## config.mk

```make
export PLATFORM = sky130hd
export DESIGN_NAME = dsivc_video_config_regs
export DESIGN_NICKNAME = d
export VERILOG_FILES = /design/src/dsivc_pkg.sv /design/src/dsivc_video_config_regs.sv
export VERILOG_INCLUDE_DIRS = /design/src
export SDC_FILE = /design/constraint.sdc
export NUM_CORES = 1
export LEC_CHECK = 0
export ABC_CLOCK_PERIOD_IN_PS = 16100
export CAP_MARGIN = 20
export CORE_MARGIN = 8
export CORE_UTILIZATION = 45
export CTS_BUF_LIST = sky130_fd_sc_hd__clkbuf_2 sky130_fd_sc_hd__clkbuf_4 sky130_fd_sc_hd__clkbuf_8
export DETAILED_ROUTE_END_ITERATION = 10
export DONT_BUFFER_PORTS = 1
export HOLD_SLACK_MARGIN = 0.15
export PLACE_DENSITY = 0.68
export SLEW_MARGIN = 10
export SYNTH_ARGS = -nofsm -noshare
export SYNTH_HDL_FRONTEND = slang
export SYNTH_SLANG_ARGS = --single-unit
```

## constraint.sdc

```tcl
create_clock -name clk -period 16.1 [get_ports clk]
set_clock_uncertainty 0.05 [all_clocks]
set_input_delay 3.22 -clock clk [delete_from_list [all_inputs] [get_ports clk]]
set_output_delay 3.22 -clock clk [all_outputs]
set_load 0.02 [all_outputs]
```

## src/dsivc_regs.svh

```systemverilog
// Register offsets, field positions and reset values
`ifndef DSIVC_REGS_SVH
`define DSIVC_REGS_SVH
`define DSIVC_IDX_VIDEO  8'hB6
`define DSIVC_IDX_LINK   8'hB7
`define DSIVC_IDX_VC     8'hB8
`define DSIVC_IDX_PLL    8'hB9
`define DSIVC_IDX_STATUS 8'hC8
`define DSIVC_RST_VIDEO  16'h0024
`define DSIVC_RST_LINK   16'h0301
`define DSIVC_RST_VC     16'h0045
`define DSIVC_RST_PLL    16'h0000
`define DSIVC_WM_VIDEO   16'hE1FF
`define DSIVC_WM_LINK    16'h0FFF
`define DSIVC_WM_VC      16'h00FF
`define DSIVC_WM_PLL     16'h0001
`define DSIVC_B_VSP      15
`define DSIVC_B_HSP      14
`define DSIVC_B_PCP      13
`define DSIVC_B_CBM      8
`define DSIVC_B_NVB      7
`define DSIVC_B_NVD      6
`define DSIVC_B_BLLP     5
`define DSIVC_B_VCS      4
`define DSIVC_B_VM       2
`define DSIVC_B_PF       0
`define DSIVC_B_TXD      11
`define DSIVC_B_LPE      10
`define DSIVC_B_EOT      9
`define DSIVC_B_ECD      8
`define DSIVC_B_REN      7
`define DSIVC_B_DCS      6
`define DSIVC_B_CSS      5
`define DSIVC_B_HCLK     4
`define DSIVC_B_VEN      3
`define DSIVC_B_SLP      2
`define DSIVC_B_CKE      1
`define DSIVC_B_HS       0
`define DSIVC_B_VCM      6
`define DSIVC_B_VCE      4
`define DSIVC_B_VC2      2
`define DSIVC_B_VC1      0
`define DSIVC_B_PEN      0
`endif

```

## src/dsivc_pkg.sv

```systemverilog
// Types shared by the video configuration register bank
package dsivc_pkg;
  typedef enum logic [1:0] {
    DSIVC_SYNC_PULSE = 2'h0,
    DSIVC_SYNC_EVENT = 2'h1,
    DSIVC_BURST      = 2'h2,
    DSIVC_VM_RSVD    = 2'h3
  } dsivc_scheme_e;
  typedef enum logic [1:0] {
    DSIVC_PF16  = 2'h0,
    DSIVC_PF18P = 2'h1,
    DSIVC_PF18L = 2'h2,
    DSIVC_PF24  = 2'h3
  } dsivc_format_e;
  typedef enum logic [2:0] {
    DSIVC_GEN_SHORT_WR = 3'h0,
    DSIVC_GEN_LONG_WR  = 3'h1,
    DSIVC_DCS_SHORT_WR = 3'h2,
    DSIVC_DCS_LONG_WR  = 3'h3,
    DSIVC_GEN_READ     = 3'h4,
    DSIVC_DCS_READ     = 3'h5
  } dsivc_kind_e;
  typedef struct packed {
    logic        pclk;
    logic        vsync;
    logic        hsync;
    logic        den;
    logic [23:0] data;
  } dsivc_rgb_s;
  typedef struct packed {
    logic        in_bllp;
    logic        in_vblank;
    logic        nonvideo_pending;
    logic        reverse_comm;
    logic        data_pending;
    logic        if_rgb_spi;
    logic        pkt_req;
    logic        pkt_from_spi;
    logic [15:0] payload_len;
    logic        hs_tx_end;
    logic        mrs_req;
  } dsivc_ctl_s;
  typedef struct packed {
    logic data_hs;
    logic clk_hs;
    logic blank_fill;
    logic nonvideo_go;
    logic nonvideo_lp;
  } dsivc_lane_s;
  typedef struct packed {
    logic [15:0] video;
    logic [15:0] link;
    logic [15:0] virtual_channel_control;
    logic [15:0] pll;
    logic        css_eff;
    logic        waitreq;
    logic [31:0] rdata;
    dsivc_rgb_s  s1;
    dsivc_rgb_s  s2;
    dsivc_rgb_s  s3;
    dsivc_rgb_s  stable;
    logic        vs_act;
    logic        hs_act;
    logic [23:0] pix;
    logic        pix_vld;
    dsivc_lane_s lane;
    logic        blank_hsync;
    logic        video_run;
    logic [7:0]  pending;
    logic        full;
    logic        go;
    dsivc_kind_e kind;
    logic [1:0]  pvc;
    logic        eot_go;
    logic [1:0]  evc;
    logic        mrs_go;
    logic [1:0]  mvc;
    logic        rx_chk;
    logic        awake;
  } dsivc_state_s;
endpackage

```

## src/dsivc_video_config_regs.sv

```systemverilog
// Contract
// Sync input polarity set per bit
// Pixel capture edge chosen by polarity bit
// Compressed burst drops blanking after hsync
// Burst non-video only in vblank if set
// Non-video HS or LP; LP holds BLLP
// Non-burst HS: fill BLLP blank or LP
// Burst never blanks; non-burst LP stays LP
// Host sizes blanking for slow LP
// Clock lane suspend only in burst
// Video scheme field, 11 reserved
// Pixel format masks parallel data bits
// Transmit disable holds, release bursts all
// Force long packet for small payloads
// EOT packet appended when enabled
// Return packet checks unless disabled
// Read bit selects read or write
// Class bit selects generic or DCS
// PLL source changes only while PLL off
// Clock lane HS or LP, reverse uses HCLK
// Video runs only when enabled, RGB+SPI
// Sleep clears HS; HS bit selects mode
// Separate channel IDs per packet class; code picks the ID by source (SPI or not), plus own IDs for EOT and MRS
// PLL enable powers PLL up or down
// Channel ID placed in packet header
`timescale 1ns/1ps
`include "dsivc_regs.svh"
module dsivc_video_config_regs
  import dsivc_pkg::*;
#(
  parameter int HOLD_DEPTH = 8
) (
  input  wire logic        clk,
  input  wire logic        rst_b,
  input  wire logic [9:0]  avs_address,
  input  wire logic        avs_read,
  input  wire logic        avs_write,
  input  wire logic [31:0] avs_writedata,
  input  wire logic [3:0]  avs_byteenable,
  output      logic [31:0] avs_readdata,
  output      logic        avs_waitrequest,
  input  wire dsivc_rgb_s  rgb_in,
  input  wire dsivc_ctl_s  ctl,
  output      logic        vsync_active,
  output      logic        hsync_active,
  output      logic [23:0] pixel_data,
  output      logic        pixel_valid,
  output      dsivc_lane_s lane,
  output      logic        blank_after_hsync,
  output      logic        video_running,
  output      logic        pkt_go,
  output      dsivc_kind_e pkt_kind,
  output      logic [1:0]  pkt_vc,
  output      logic        hold_full,
  output      logic        eot_go,
  output      logic [1:0]  eot_vc,
  output      logic        mrs_go,
  output      logic [1:0]  mrs_vc,
  output      logic        rx_check_en,
  output      logic        pll_enable,
  output      logic        pll_source_pclk,
  output      logic        core_awake
);

  if (HOLD_DEPTH < 1 || HOLD_DEPTH > 255) begin : g_chk
    $error("HOLD_DEPTH must lie in 1..255");
  end

  localparam logic [7:0] DEPTH = 8'(HOLD_DEPTH);

  logic [1:0]   rst_sync;
  logic         rst_n;
  dsivc_state_s st_reg;
  dsivc_state_s st_next;

  // Reset release through two flops, assert stays asynchronous
  always_ff @(posedge clk or negedge rst_b) begin
    if (!rst_b) begin
      rst_sync <= 2'h0;
    end else begin
      rst_sync <= {rst_sync[0], 1'b1};
    end
  end
  assign rst_n = rst_sync[1];

  logic [7:0]    idx;
  logic [15:0]   be_mask;
  logic [15:0]   wval;
  logic          wr_hit;
  logic          burst;
  logic          vrun;
  logic          nv_window;
  logic          capture;
  logic          rise;
  logic          fall;
  logic          inc;
  logic          dec;
  logic          short_ok;
  dsivc_kind_e   kind_now;
  dsivc_rgb_s    stab_n;
  dsivc_format_e fmt;

  always_comb begin
    st_next = st_reg;
    idx     = avs_address[9:2];
    be_mask = {{8{avs_byteenable[1]}}, {8{avs_byteenable[0]}}};
    wval    = avs_writedata[15:0] & be_mask;
    wr_hit  = avs_write && !st_reg.waitreq;

    // Bus: one wait cycle, then the answer; reads of holes give zero
    st_next.waitreq = !((avs_read || avs_write) && st_reg.waitreq);
    if (avs_read && st_reg.waitreq) begin
      unique case (idx)
        `DSIVC_IDX_VIDEO:  st_next.rdata = {16'h0000, st_reg.video};
        `DSIVC_IDX_LINK:   st_next.rdata = {16'h0000, st_reg.link};
        `DSIVC_IDX_VC:     st_next.rdata = {16'h0000, st_reg.virtual_channel_control};
        `DSIVC_IDX_PLL:    st_next.rdata = {16'h0000, st_reg.pll};
        `DSIVC_IDX_STATUS: st_next.rdata = {16'h0000, st_reg.pending,
                                            st_reg.full, st_reg.css_eff,
                                            st_reg.video_run,
                                            st_reg.lane.data_hs,
                                            st_reg.lane.clk_hs,
                                            st_reg.lane.blank_fill,
                                            st_reg.lane.nonvideo_go,
                                            st_reg.lane.nonvideo_lp};
        default:           st_next.rdata = 32'h0000_0000;
      endcase
    end
    if (wr_hit) begin
      unique case (idx)
        `DSIVC_IDX_VIDEO: st_next.video = ((st_reg.video & ~be_mask) | wval)
                                          & `DSIVC_WM_VIDEO;
        `DSIVC_IDX_LINK:  st_next.link = ((st_reg.link & ~be_mask) | wval)
                                         & `DSIVC_WM_LINK;
        `DSIVC_IDX_VC:    st_next.virtual_channel_control = ((st_reg.virtual_channel_control & ~be_mask) | wval)
                                        & `DSIVC_WM_VC;
        `DSIVC_IDX_PLL:   st_next.pll = ((st_reg.pll & ~be_mask) | wval)
                                        & `DSIVC_WM_PLL;
        default: ;
      endcase
    end
    // Sleep clears HS
    if (st_next.link[`DSIVC_B_SLP]) begin
      st_next.link[`DSIVC_B_HS] = 1'b0;
    end
    // Level outputs registered so every pin leaves a flop
    st_next.awake  = !st_next.link[`DSIVC_B_SLP];
    // Check unless disabled
    st_next.rx_chk = !st_next.link[`DSIVC_B_ECD];
    // Latch source while off
    if (!st_reg.pll[`DSIVC_B_PEN]) begin
      st_next.css_eff = st_reg.link[`DSIVC_B_CSS];
    end

    // Pin inputs: three flops, a change counts once stages two and three agree
    st_next.s1     = rgb_in;
    st_next.s2     = st_reg.s1;
    st_next.s3     = st_reg.s2;
    stab_n         = (st_reg.s2 ~^ st_reg.s3) & st_reg.s3
                   | (st_reg.s2 ^ st_reg.s3) & st_reg.stable;
    st_next.stable = stab_n;
    rise = !st_reg.stable.pclk && stab_n.pclk;
    fall = st_reg.stable.pclk && !stab_n.pclk;
    // Select capture edge
    capture = st_reg.video[`DSIVC_B_PCP] ? fall : rise;
    // Normalise sync polarity
    st_next.vs_act = !(stab_n.vsync ^ st_reg.video[`DSIVC_B_VSP]);
    st_next.hs_act = !(stab_n.hsync ^ st_reg.video[`DSIVC_B_HSP]);
    st_next.pix_vld = capture && stab_n.den;
    fmt = dsivc_format_e'(st_reg.video[`DSIVC_B_PF +: 2]);
    if (capture && stab_n.den) begin
      // Mask unused data bits
      unique case (fmt)
        DSIVC_PF16:  st_next.pix = {8'h00, stab_n.data[15:0]};
        DSIVC_PF18P,
        DSIVC_PF18L: st_next.pix = {6'h00, stab_n.data[17:0]};
        DSIVC_PF24:  st_next.pix = stab_n.data;
      endcase
    end

    // Scheme decode, reserved code runs no video
    burst = st_reg.video[`DSIVC_B_VM +: 2] == DSIVC_BURST;
    // Video gated by enable and interface
    vrun  = st_reg.link[`DSIVC_B_VEN] && ctl.if_rgb_spi
         && !st_reg.link[`DSIVC_B_SLP]
         && st_reg.video[`DSIVC_B_VM +: 2] != DSIVC_VM_RSVD;
    st_next.video_run = vrun;
    // Compressed burst drops blanking
    st_next.blank_hsync = !(burst && st_reg.video[`DSIVC_B_CBM]);
    // Burst non-video window
    nv_window = burst ? (!st_reg.video[`DSIVC_B_NVB] || ctl.in_vblank)
                      : ctl.in_vblank;
    st_next.lane.nonvideo_go = vrun && ctl.in_bllp
                            && ctl.nonvideo_pending && nv_window;
    // Non-video over LP
    st_next.lane.nonvideo_lp = st_next.lane.nonvideo_go
                            && st_reg.video[`DSIVC_B_NVD];
    st_next.lane.blank_fill = 1'b0;
    if (!vrun) begin
      // HS bit picks mode
      st_next.lane.data_hs = st_reg.link[`DSIVC_B_HS] && ctl.data_pending;
    end else if (!ctl.in_bllp) begin
      st_next.lane.data_hs = 1'b1;
    end else if (burst) begin
      // Burst BLLP goes LP unless non-video is sent over HS
      st_next.lane.data_hs = st_next.lane.nonvideo_go
                          && !st_reg.video[`DSIVC_B_NVD];
    end else if (st_reg.video[`DSIVC_B_NVD]) begin
      // LP for whole BLLP
      st_next.lane.data_hs = 1'b0;
    end else begin
      // Blank or LP fill
      st_next.lane.data_hs = st_next.lane.nonvideo_go
                          || !st_reg.video[`DSIVC_B_BLLP];
      st_next.lane.blank_fill = !st_next.lane.nonvideo_go
                             && !st_reg.video[`DSIVC_B_BLLP];
    end
    if (st_reg.link[`DSIVC_B_SLP]) begin
      st_next.lane.clk_hs = 1'b0;
    end else if (vrun) begin
      // Suspend clock only in burst
      st_next.lane.clk_hs = !burst || !st_reg.video[`DSIVC_B_VCS]
                         || st_next.lane.data_hs;
    end else begin
      // Clock lane in command mode
      st_next.lane.clk_hs = st_reg.link[`DSIVC_B_CKE]
                         || (ctl.reverse_comm ? !st_reg.link[`DSIVC_B_HCLK]
                                              : st_next.lane.data_hs);
    end

    // Hold while disabled, then drain one per cycle
    inc = ctl.pkt_req && st_reg.pending != DEPTH;
    dec = !st_reg.link[`DSIVC_B_TXD] && st_reg.pending != 8'h00;
    st_next.pending = st_reg.pending + {7'h00, inc} - {7'h00, dec};
    st_next.full    = st_next.pending == DEPTH;
    st_next.go      = dec;
    // Long packet forced when set
    short_ok = st_reg.link[`DSIVC_B_DCS] ? ctl.payload_len <= 16'h0001
                                         : ctl.payload_len <= 16'h0002;
    short_ok = short_ok && !st_reg.link[`DSIVC_B_LPE];
    // Read or write
    // Generic or DCS class
    if (st_reg.link[`DSIVC_B_REN]) begin
      kind_now = st_reg.link[`DSIVC_B_DCS] ? DSIVC_DCS_READ : DSIVC_GEN_READ;
    end else if (st_reg.link[`DSIVC_B_DCS]) begin
      kind_now = short_ok ? DSIVC_DCS_SHORT_WR : DSIVC_DCS_LONG_WR;
    end else begin
      kind_now = short_ok ? DSIVC_GEN_SHORT_WR : DSIVC_GEN_LONG_WR;
    end
    // Channel per source
    // Header channel with packet
    if (dec) begin
      st_next.kind = kind_now;
      st_next.pvc  = ctl.pkt_from_spi ? st_reg.virtual_channel_control[`DSIVC_B_VC2 +: 2]
                                      : st_reg.virtual_channel_control[`DSIVC_B_VC1 +: 2];
    end
    // EOT at HS end
    st_next.eot_go = ctl.hs_tx_end && st_reg.link[`DSIVC_B_EOT]
                  && !st_reg.link[`DSIVC_B_SLP];
    if (st_next.eot_go) begin
      st_next.evc = st_reg.virtual_channel_control[`DSIVC_B_VCE +: 2];
    end
    st_next.mrs_go = ctl.mrs_req && !st_reg.link[`DSIVC_B_SLP];
    if (st_next.mrs_go) begin
      st_next.mvc = st_reg.virtual_channel_control[`DSIVC_B_VCM +: 2];
    end
  end

  always_ff @(posedge clk or negedge rst_n) begin
    if (!rst_n) begin
      st_reg       <= '0;
      st_reg.video <= `DSIVC_RST_VIDEO;
      st_reg.link  <= `DSIVC_RST_LINK;
      st_reg.virtual_channel_control   <= `DSIVC_RST_VC;
      st_reg.pll   <= `DSIVC_RST_PLL;
      st_reg.waitreq <= 1'b1;
      st_reg.awake   <= 1'b1;
    end else begin
      st_reg <= st_next;
    end
  end

  assign avs_readdata      = st_reg.rdata;
  assign avs_waitrequest   = st_reg.waitreq;
  assign vsync_active      = st_reg.vs_act;
  assign hsync_active      = st_reg.hs_act;
  assign pixel_data        = st_reg.pix;
  assign pixel_valid       = st_reg.pix_vld;
  assign lane              = st_reg.lane;
  assign blank_after_hsync = st_reg.blank_hsync;
  assign video_running     = st_reg.video_run;
  assign pkt_go            = st_reg.go;
  assign pkt_kind          = st_reg.kind;
  assign pkt_vc            = st_reg.pvc;
  assign hold_full         = st_reg.full;
  assign eot_go            = st_reg.eot_go;
  assign eot_vc            = st_reg.evc;
  assign mrs_go            = st_reg.mrs_go;
  assign mrs_vc            = st_reg.mvc;
  // Check unless disabled
  assign rx_check_en       = st_reg.rx_chk;
  // PLL power control
  assign pll_enable        = st_reg.pll[`DSIVC_B_PEN];
  assign pll_source_pclk   = st_reg.css_eff;
  assign core_awake        = st_reg.awake;
endmodule

```

==> results.yml, run 1 <==
status:
  status: "finished clean"
setup_path:
  path_buf_inv: 1
  cp_max_fo: 2
  critPathMaxStageDelay_ns: 0.42
  worstSetupStartpointType: "input pin"
  endpoint_kind: "flip-flop"
  path_class: "in -> reg"
  cp.required_ns: 16.45
  critPathTopFamily: "adder cells"
  cp_data_arrival_time_ns: 5.33
  crit_slowest_cell: "fa_1"
  crit_top_cell: "ha_1"
  path_cells: "nand2_1, ha_1, inv_1, ha_1, fa_1, a211o_1, and2_1, xnor2_1, or3b_1, nor4_1"
clock_network:
  ctsRootBufferMaster: "clkbuf_8"
  cts_sinks: 222
  hold_buffers: 0
  cts_tree: "built"
  path_clk_slew_ns: 0.06
  post_cts_buffers: 0
  cts_max_level: 2
  cts_resized: 0
  cts.path.max_buffers: 3
  insertion_delay_ns: 0.52
  cts-buffers-inserted: 39
yosys:
  synth_seq_area_share_pct: 62.6
  ys_ff_latch: 222
  netlist_instances: 658
  synth-async-reset-ratio_pct: 100
  synth_top_cell_area_share_pct: 59.7
  synth_area_per_cell_um2: 13.5
  synth_cell_types: 60
  ys.flop_type: "dfrtp_1"
  synth_area_leaders: "dfrtp_1, mux2_2, buf_4, ha_1, dfstp_2"
  yosysWarningCount: 0
  netlist_area_mm2: 0.00889
  synth.largest_area_cell: "dfrtp_1"
  synth-edff-count: 0
grt:
  grt_start_max_net_pins: 76
  grt_usage_pct: 15.4
  grt_pass1_wl_um: 29700
  antenna_found_initial: 0
  overflow: 0
  grt_pass1_vias: 5430
die:
  dieArea_mm2: 0.0245
  coreArea_mm2: 0.0194
  die_w_um: 157
  row_count: 51
  fp.dieH_um: 157
  ios: 188
  start_util_pct: 45.8
pwr:
  total_power_mw: 1.40
  powerDensity_mw_per_mm2: 147
  leakagePower_nw: 4.59
  ir_drop_mv: 0.0734
placement:
  dp_slack_ns: 10.59
  finalWeightedCongestion: 0.879
  dp_hpwl_um: 13200
  dpl.cell_count: 857
  port_buffers: 0
route:
  vias: 4811
  drt-total-wl_um: 18300
  wl_per_cell_um: 19.7
  drc: 0
  first_iter_violations: 244
  drtPass1Iterations: 4
  via_per_inst: 5.18
  route.antenna.remaining_nets: 0
finish:
  drive_gt1_share_pct: 23.2
  final_cells: 928
  num-nets-final: 780
  antenna_cells: 0
  areaGrowthSynthToFinish_pct: 7.26
sta:
  period_needed_ns: 4.98
  post-route-period-util_pct: 30.9
  setup_viol: 0
  rsz0062_at_grt: "no"
  hold_viol: 0
  report.final.slew_viol_count: 0
  finalSetupTns_ns: 0
  hold_ws_ns: 0.294
  worst_pin_slew_ns: 0.966
  fmax_mhz: 201
  setup_ws_ns: 11.12
  maxSlewHeadroom_pct: 35.5
hold_path:
  hold_path.class: "reg -> reg"
flow_run:
  cap_violations: 0
-- layout make-up --
type | instances | area (um2)
inverters | 20 | 75.1
repair buffers | 3 | 22.5
fillers | 1709 | 9860
flip-flops and latches | 222 | 5570
clock inverters | 9 | 53.8
multi-input cells | 347 | 2710
clock buffers | 62 | 772
well taps | 265 | 332
-- synthesized netlist by cell type (2+ instances only) --
master,number
a21o_1,29
a21oi_1,13
a22o_1,5
a22oi_1,8
a31oi_1,7
and2_1,3
and3_1,2
buf_2,7
buf_4,72
clkbuf_1,5
conb_1,2
dfrtp_1,212
dfstp_2,10
ha_1,42
inv_1,20
mux2_2,51
mux2i_1,6
nand2_1,39
nand2b_1,12
nand3_1,5
nand3b_1,2
nor2_1,16
nor2_4,2
nor3_1,8
nor3b_1,3
nor4_1,6
nor4_4,2
o21ai_0,25
o21bai_1,2
o221ai_1,5
o31ai_1,2
xnor2_1,5
xor2_1,3
-- cells in the final DEF, fill, tap and decap left out, types with 16 or more instances in the layout --
| master | count |
|---|---|
| dfrtp_1 | 211 |
| mux2_2 | 51 |
| clkbuf_8 | 49 |
| ha_1 | 42 |
| nand2_1 | 39 |
| a21o_1 | 29 |
| o21ai_0 | 25 |
| inv_1 | 20 |
| conb_1 | 17 |
| nor2_1 | 16 |
-- cells by family after synthesis --
kind of cell               Yosys count  synth area share [%]
AOI/OAI and AO/OA                  107                  8.27
xor gates and xnor gates             8                 0.788
adders and majority gates           43                  6.14
buffers and inverters              104                  7.53
DFF                                222                  62.6
muxes                               57                  7.13
other                                2                0.0845
and+or+nand+nor                    115                  7.43
-- where the power goes --
part / leakage [nW] / internal [mW] / switching (mW)
registers: 2.70 / 0.618 / 0.0733
logic: 1.45 / 0.0813 / 0.104
clock network: 0.440 / 0.306 / 0.221
-- final timing paths --
check,start,end,slack (ns),cells past startpoint
setup reg to reg,st_reg[20],hold_full,12.61,14
hold / removal,st_next[133],st_next[105],0.29,0
min in group asynchronous,rst_sync[1],pkt_vc[0],0.42,0
max in group asynchronous,rst_b,rst_sync[1],13.57,0
hold reg to reg,st_next[133],st_next[105],0.29,0
setup / recovery,ctl[19],hold_full,11.12,10
-- metrics by stage --
step	instance area, um2	utilization, %
floorplan	8950	-
global placement	8710	44.9
detailed placement	8710	44.9
CTS	9540	49.2
global route	9540	49.2
finish	9540	49.2
-- layer usage --
metal,vias up,global-route usage [%],share of wire [%]
li1,2160,-,-
met1,2426,18.1,40
met2,185,24.4,47
met3,40,6.81,10
met4,0,6.04,2.8
met5,-,0,0
-- worst register-to-register path: stages, from the launching register on --
cell and delay (ns):
dfrtp_1 0.40, inv_1 0.10, ha_1 0.15, nand2_1 0.07
nor3_1 0.24, a21oi_2 0.22, ha_1 0.33, inv_1 0.04
ha_1 0.20, fa_1 0.42, a211o_1 0.30, and2_1 0.15
xnor2_1 0.14, or3b_1 0.36, nor4_1 0.20
Power figures use the tool's default switching activity.
==> run 2: changes to the inputs <==
- ABC_CLOCK_PERIOD_IN_PS: 16100 -> 4900
- clock period: 16.1 -> 4.9 ns (I/O delays scaled with it)
==> run 2 against run 1 <==
Net effect: via count fell by 0.98%; wire length decreased by 0.41%; worst setup slack worse by 9.7 ns; clock power grew to 3.2 times the previous value; combinational power rose to 3.4 times the previous value; flip-flop and latch count did not move; highest routed layer unchanged; die area unchanged; total power rose to 3.3 times the previous value; core utilization rose by 0.13 points; largest cell class unchanged; final area is 0.26% higher; critical path depth grew 4; first-iteration DRC count shrank 15%.
==> results.yml, run 2 (synthesis gave the netlist of run 1 again) <==
status:
  status: "finished clean"
route:
  drtPass1Iterations: 4
  vias: 4764
  via_per_inst: 5.16
  drc: 0
  wl_per_cell_um: 19.7
  first_iter_violations: 207
  route.antenna.remaining_nets: 0
  drt-total-wl_um: 18200
setup_path:
  crit_slowest_cell: "fa_1"
  cp_data_arrival_time_ns: 3.80
  cp.required_ns: 5.23
  crit_top_cell: "ha_1"
  critPathMaxStageDelay_ns: 0.42
  worstSetupStartpointType: "flip-flop"
  endpoint_kind: "flip-flop"
  path_class: "reg -> reg"
  path_cells: "inv_1, ha_1, nand2_1, nor3_1, a21oi_2, ha_1, inv_1, ha_1, fa_1, a211o_1, and2_1, xnor2_1, or3b_1, nor4_1"
  cp_max_fo: 10
die:
  fp.dieH_um: 157
  start_util_pct: 45.8
  row_count: 51
  ios: 188
  die_w_um: 157
  dieArea_mm2: 0.0245
  coreArea_mm2: 0.0194
clock_network:
  insertion_delay_ns: 0.51
  cts_resized: 0
  path_clk_slew_ns: 0.07
  cts_max_level: 2
  cts_tree: "built"
  cts.path.max_buffers: 3
  cts_sinks: 222
  cts-buffers-inserted: 38
  hold_buffers: 1
  ctsRootBufferMaster: "clkbuf_8"
  post_cts_buffers: 0
pwr:
  leakagePower_nw: 4.59
  total_power_mw: 4.59
  powerDensity_mw_per_mm2: 480
  ir_drop_mv: 0.233
placement:
  dp_slack_ns: 1.42
  dpl.cell_count: 856
  port_buffers: 0
  place_area_mm2: 0.00872
  finalWeightedCongestion: 0.841
  dp_hpwl_um: 13300
sta:
  post-route-period-util_pct: 70.8
  rsz0062_at_grt: "no"
  fmax_mhz: 288
  hold_viol: 0
  finalSetupTns_ns: 0
  setup_viol: 0
  setup_ws_ns: 1.43
  worst_pin_slew_ns: 0.968
  period_needed_ns: 3.47
  report.final.slew_viol_count: 0
  hold_ws_ns: 0.208
  maxSlewHeadroom_pct: 35.2
finish:
  num-nets-final: 780
  seq_area_mm2: 0.00557
  utilization_pct: 49.3
  final_cell_mix: "dfrtp_1, mux2_2, clkbuf_8"
  design_area_mm2: 0.00956
  final_cells: 923
  antenna_cells: 0
  drive_gt1_share_pct: 22.5
  multi_input_area_mm2: 0.00272
  fillers: 1740
  areaGrowthSynthToFinish_pct: 7.54
  final_common_cell: "dfrtp_1"
grt:
  overflow: 0
  grt_usage_pct: 15.0
  antenna_found_initial: 0
  grt_start_max_net_pins: 88
  grt_pass1_vias: 5266
  grt_pass1_wl_um: 28800
flow_run:
  cap_violations: 0
hold_path:
  hold_path.class: "reg -> async"
==> run 2: cell count changes in the layout (fill, tap and decap cells not counted), sizes merged <==
| cell | delta |
|---|---|
| bufinv | +1 |
| clkbuf | -3 |
| clkinv | -2 |
| clkinvlp | -1 |
| dlygate4sd3 | +1 |
| inv | -1 |
==> run 2: path summary, 6_finish.rpt <==
check                             start      endpoint  slack [ns]  cells after the start
max in group asynchronous   rst_sync[1]    st_reg[95]        3.28                      2
min in group clk           st_next[140]  st_next[112]        0.29                      0
min reg2reg                 rst_sync[1]       lane[1]        0.21                      0
max                          st_reg[19]     hold_full        1.43                     14
max reg2reg                  st_reg[19]     hold_full        1.43                     14
min                         rst_sync[1]       lane[1]        0.21                      0
==> run 2: layout make-up <==
cell class                 instances  area share, %
tap                              265           3.47
sequential                       222           58.3
inverter                          20          0.785
clock buffer                      59           7.77
clock inverter                     6          0.602
multi-input combinational        347           28.4
timing repair buffer               4          0.680
==> run 2: power breakdown <==
part           switching, mW  total, mW  internal (mW)  leakage, nW
sequential             0.229       2.26           2.03         2.70
clock                  0.692       1.71           1.01        0.426
combinational          0.354      0.626          0.272         1.47
==> run 2: per-layer routing <==
layer | vias up | GRT usage (%) | share of wire (%)
met4 | 0 | 5.17 | 2.2
met2 | 181 | 24.0 | 48
met1 | 2389 | 17.8 | 40
met3 | 43 | 6.67 | 10
li1 | 2151 | - | -
met5 | - | 0 | 0
==> run 2: critical path: cells and delay by family (launching register included) <==
kind	cells	cell delay, ns
fa+ha+maj	4	1.10
simple gates	5	1.04
compound gates	2	0.51
flops	1	0.39
buf+inv	2	0.14
xor+xnor	1	0.13
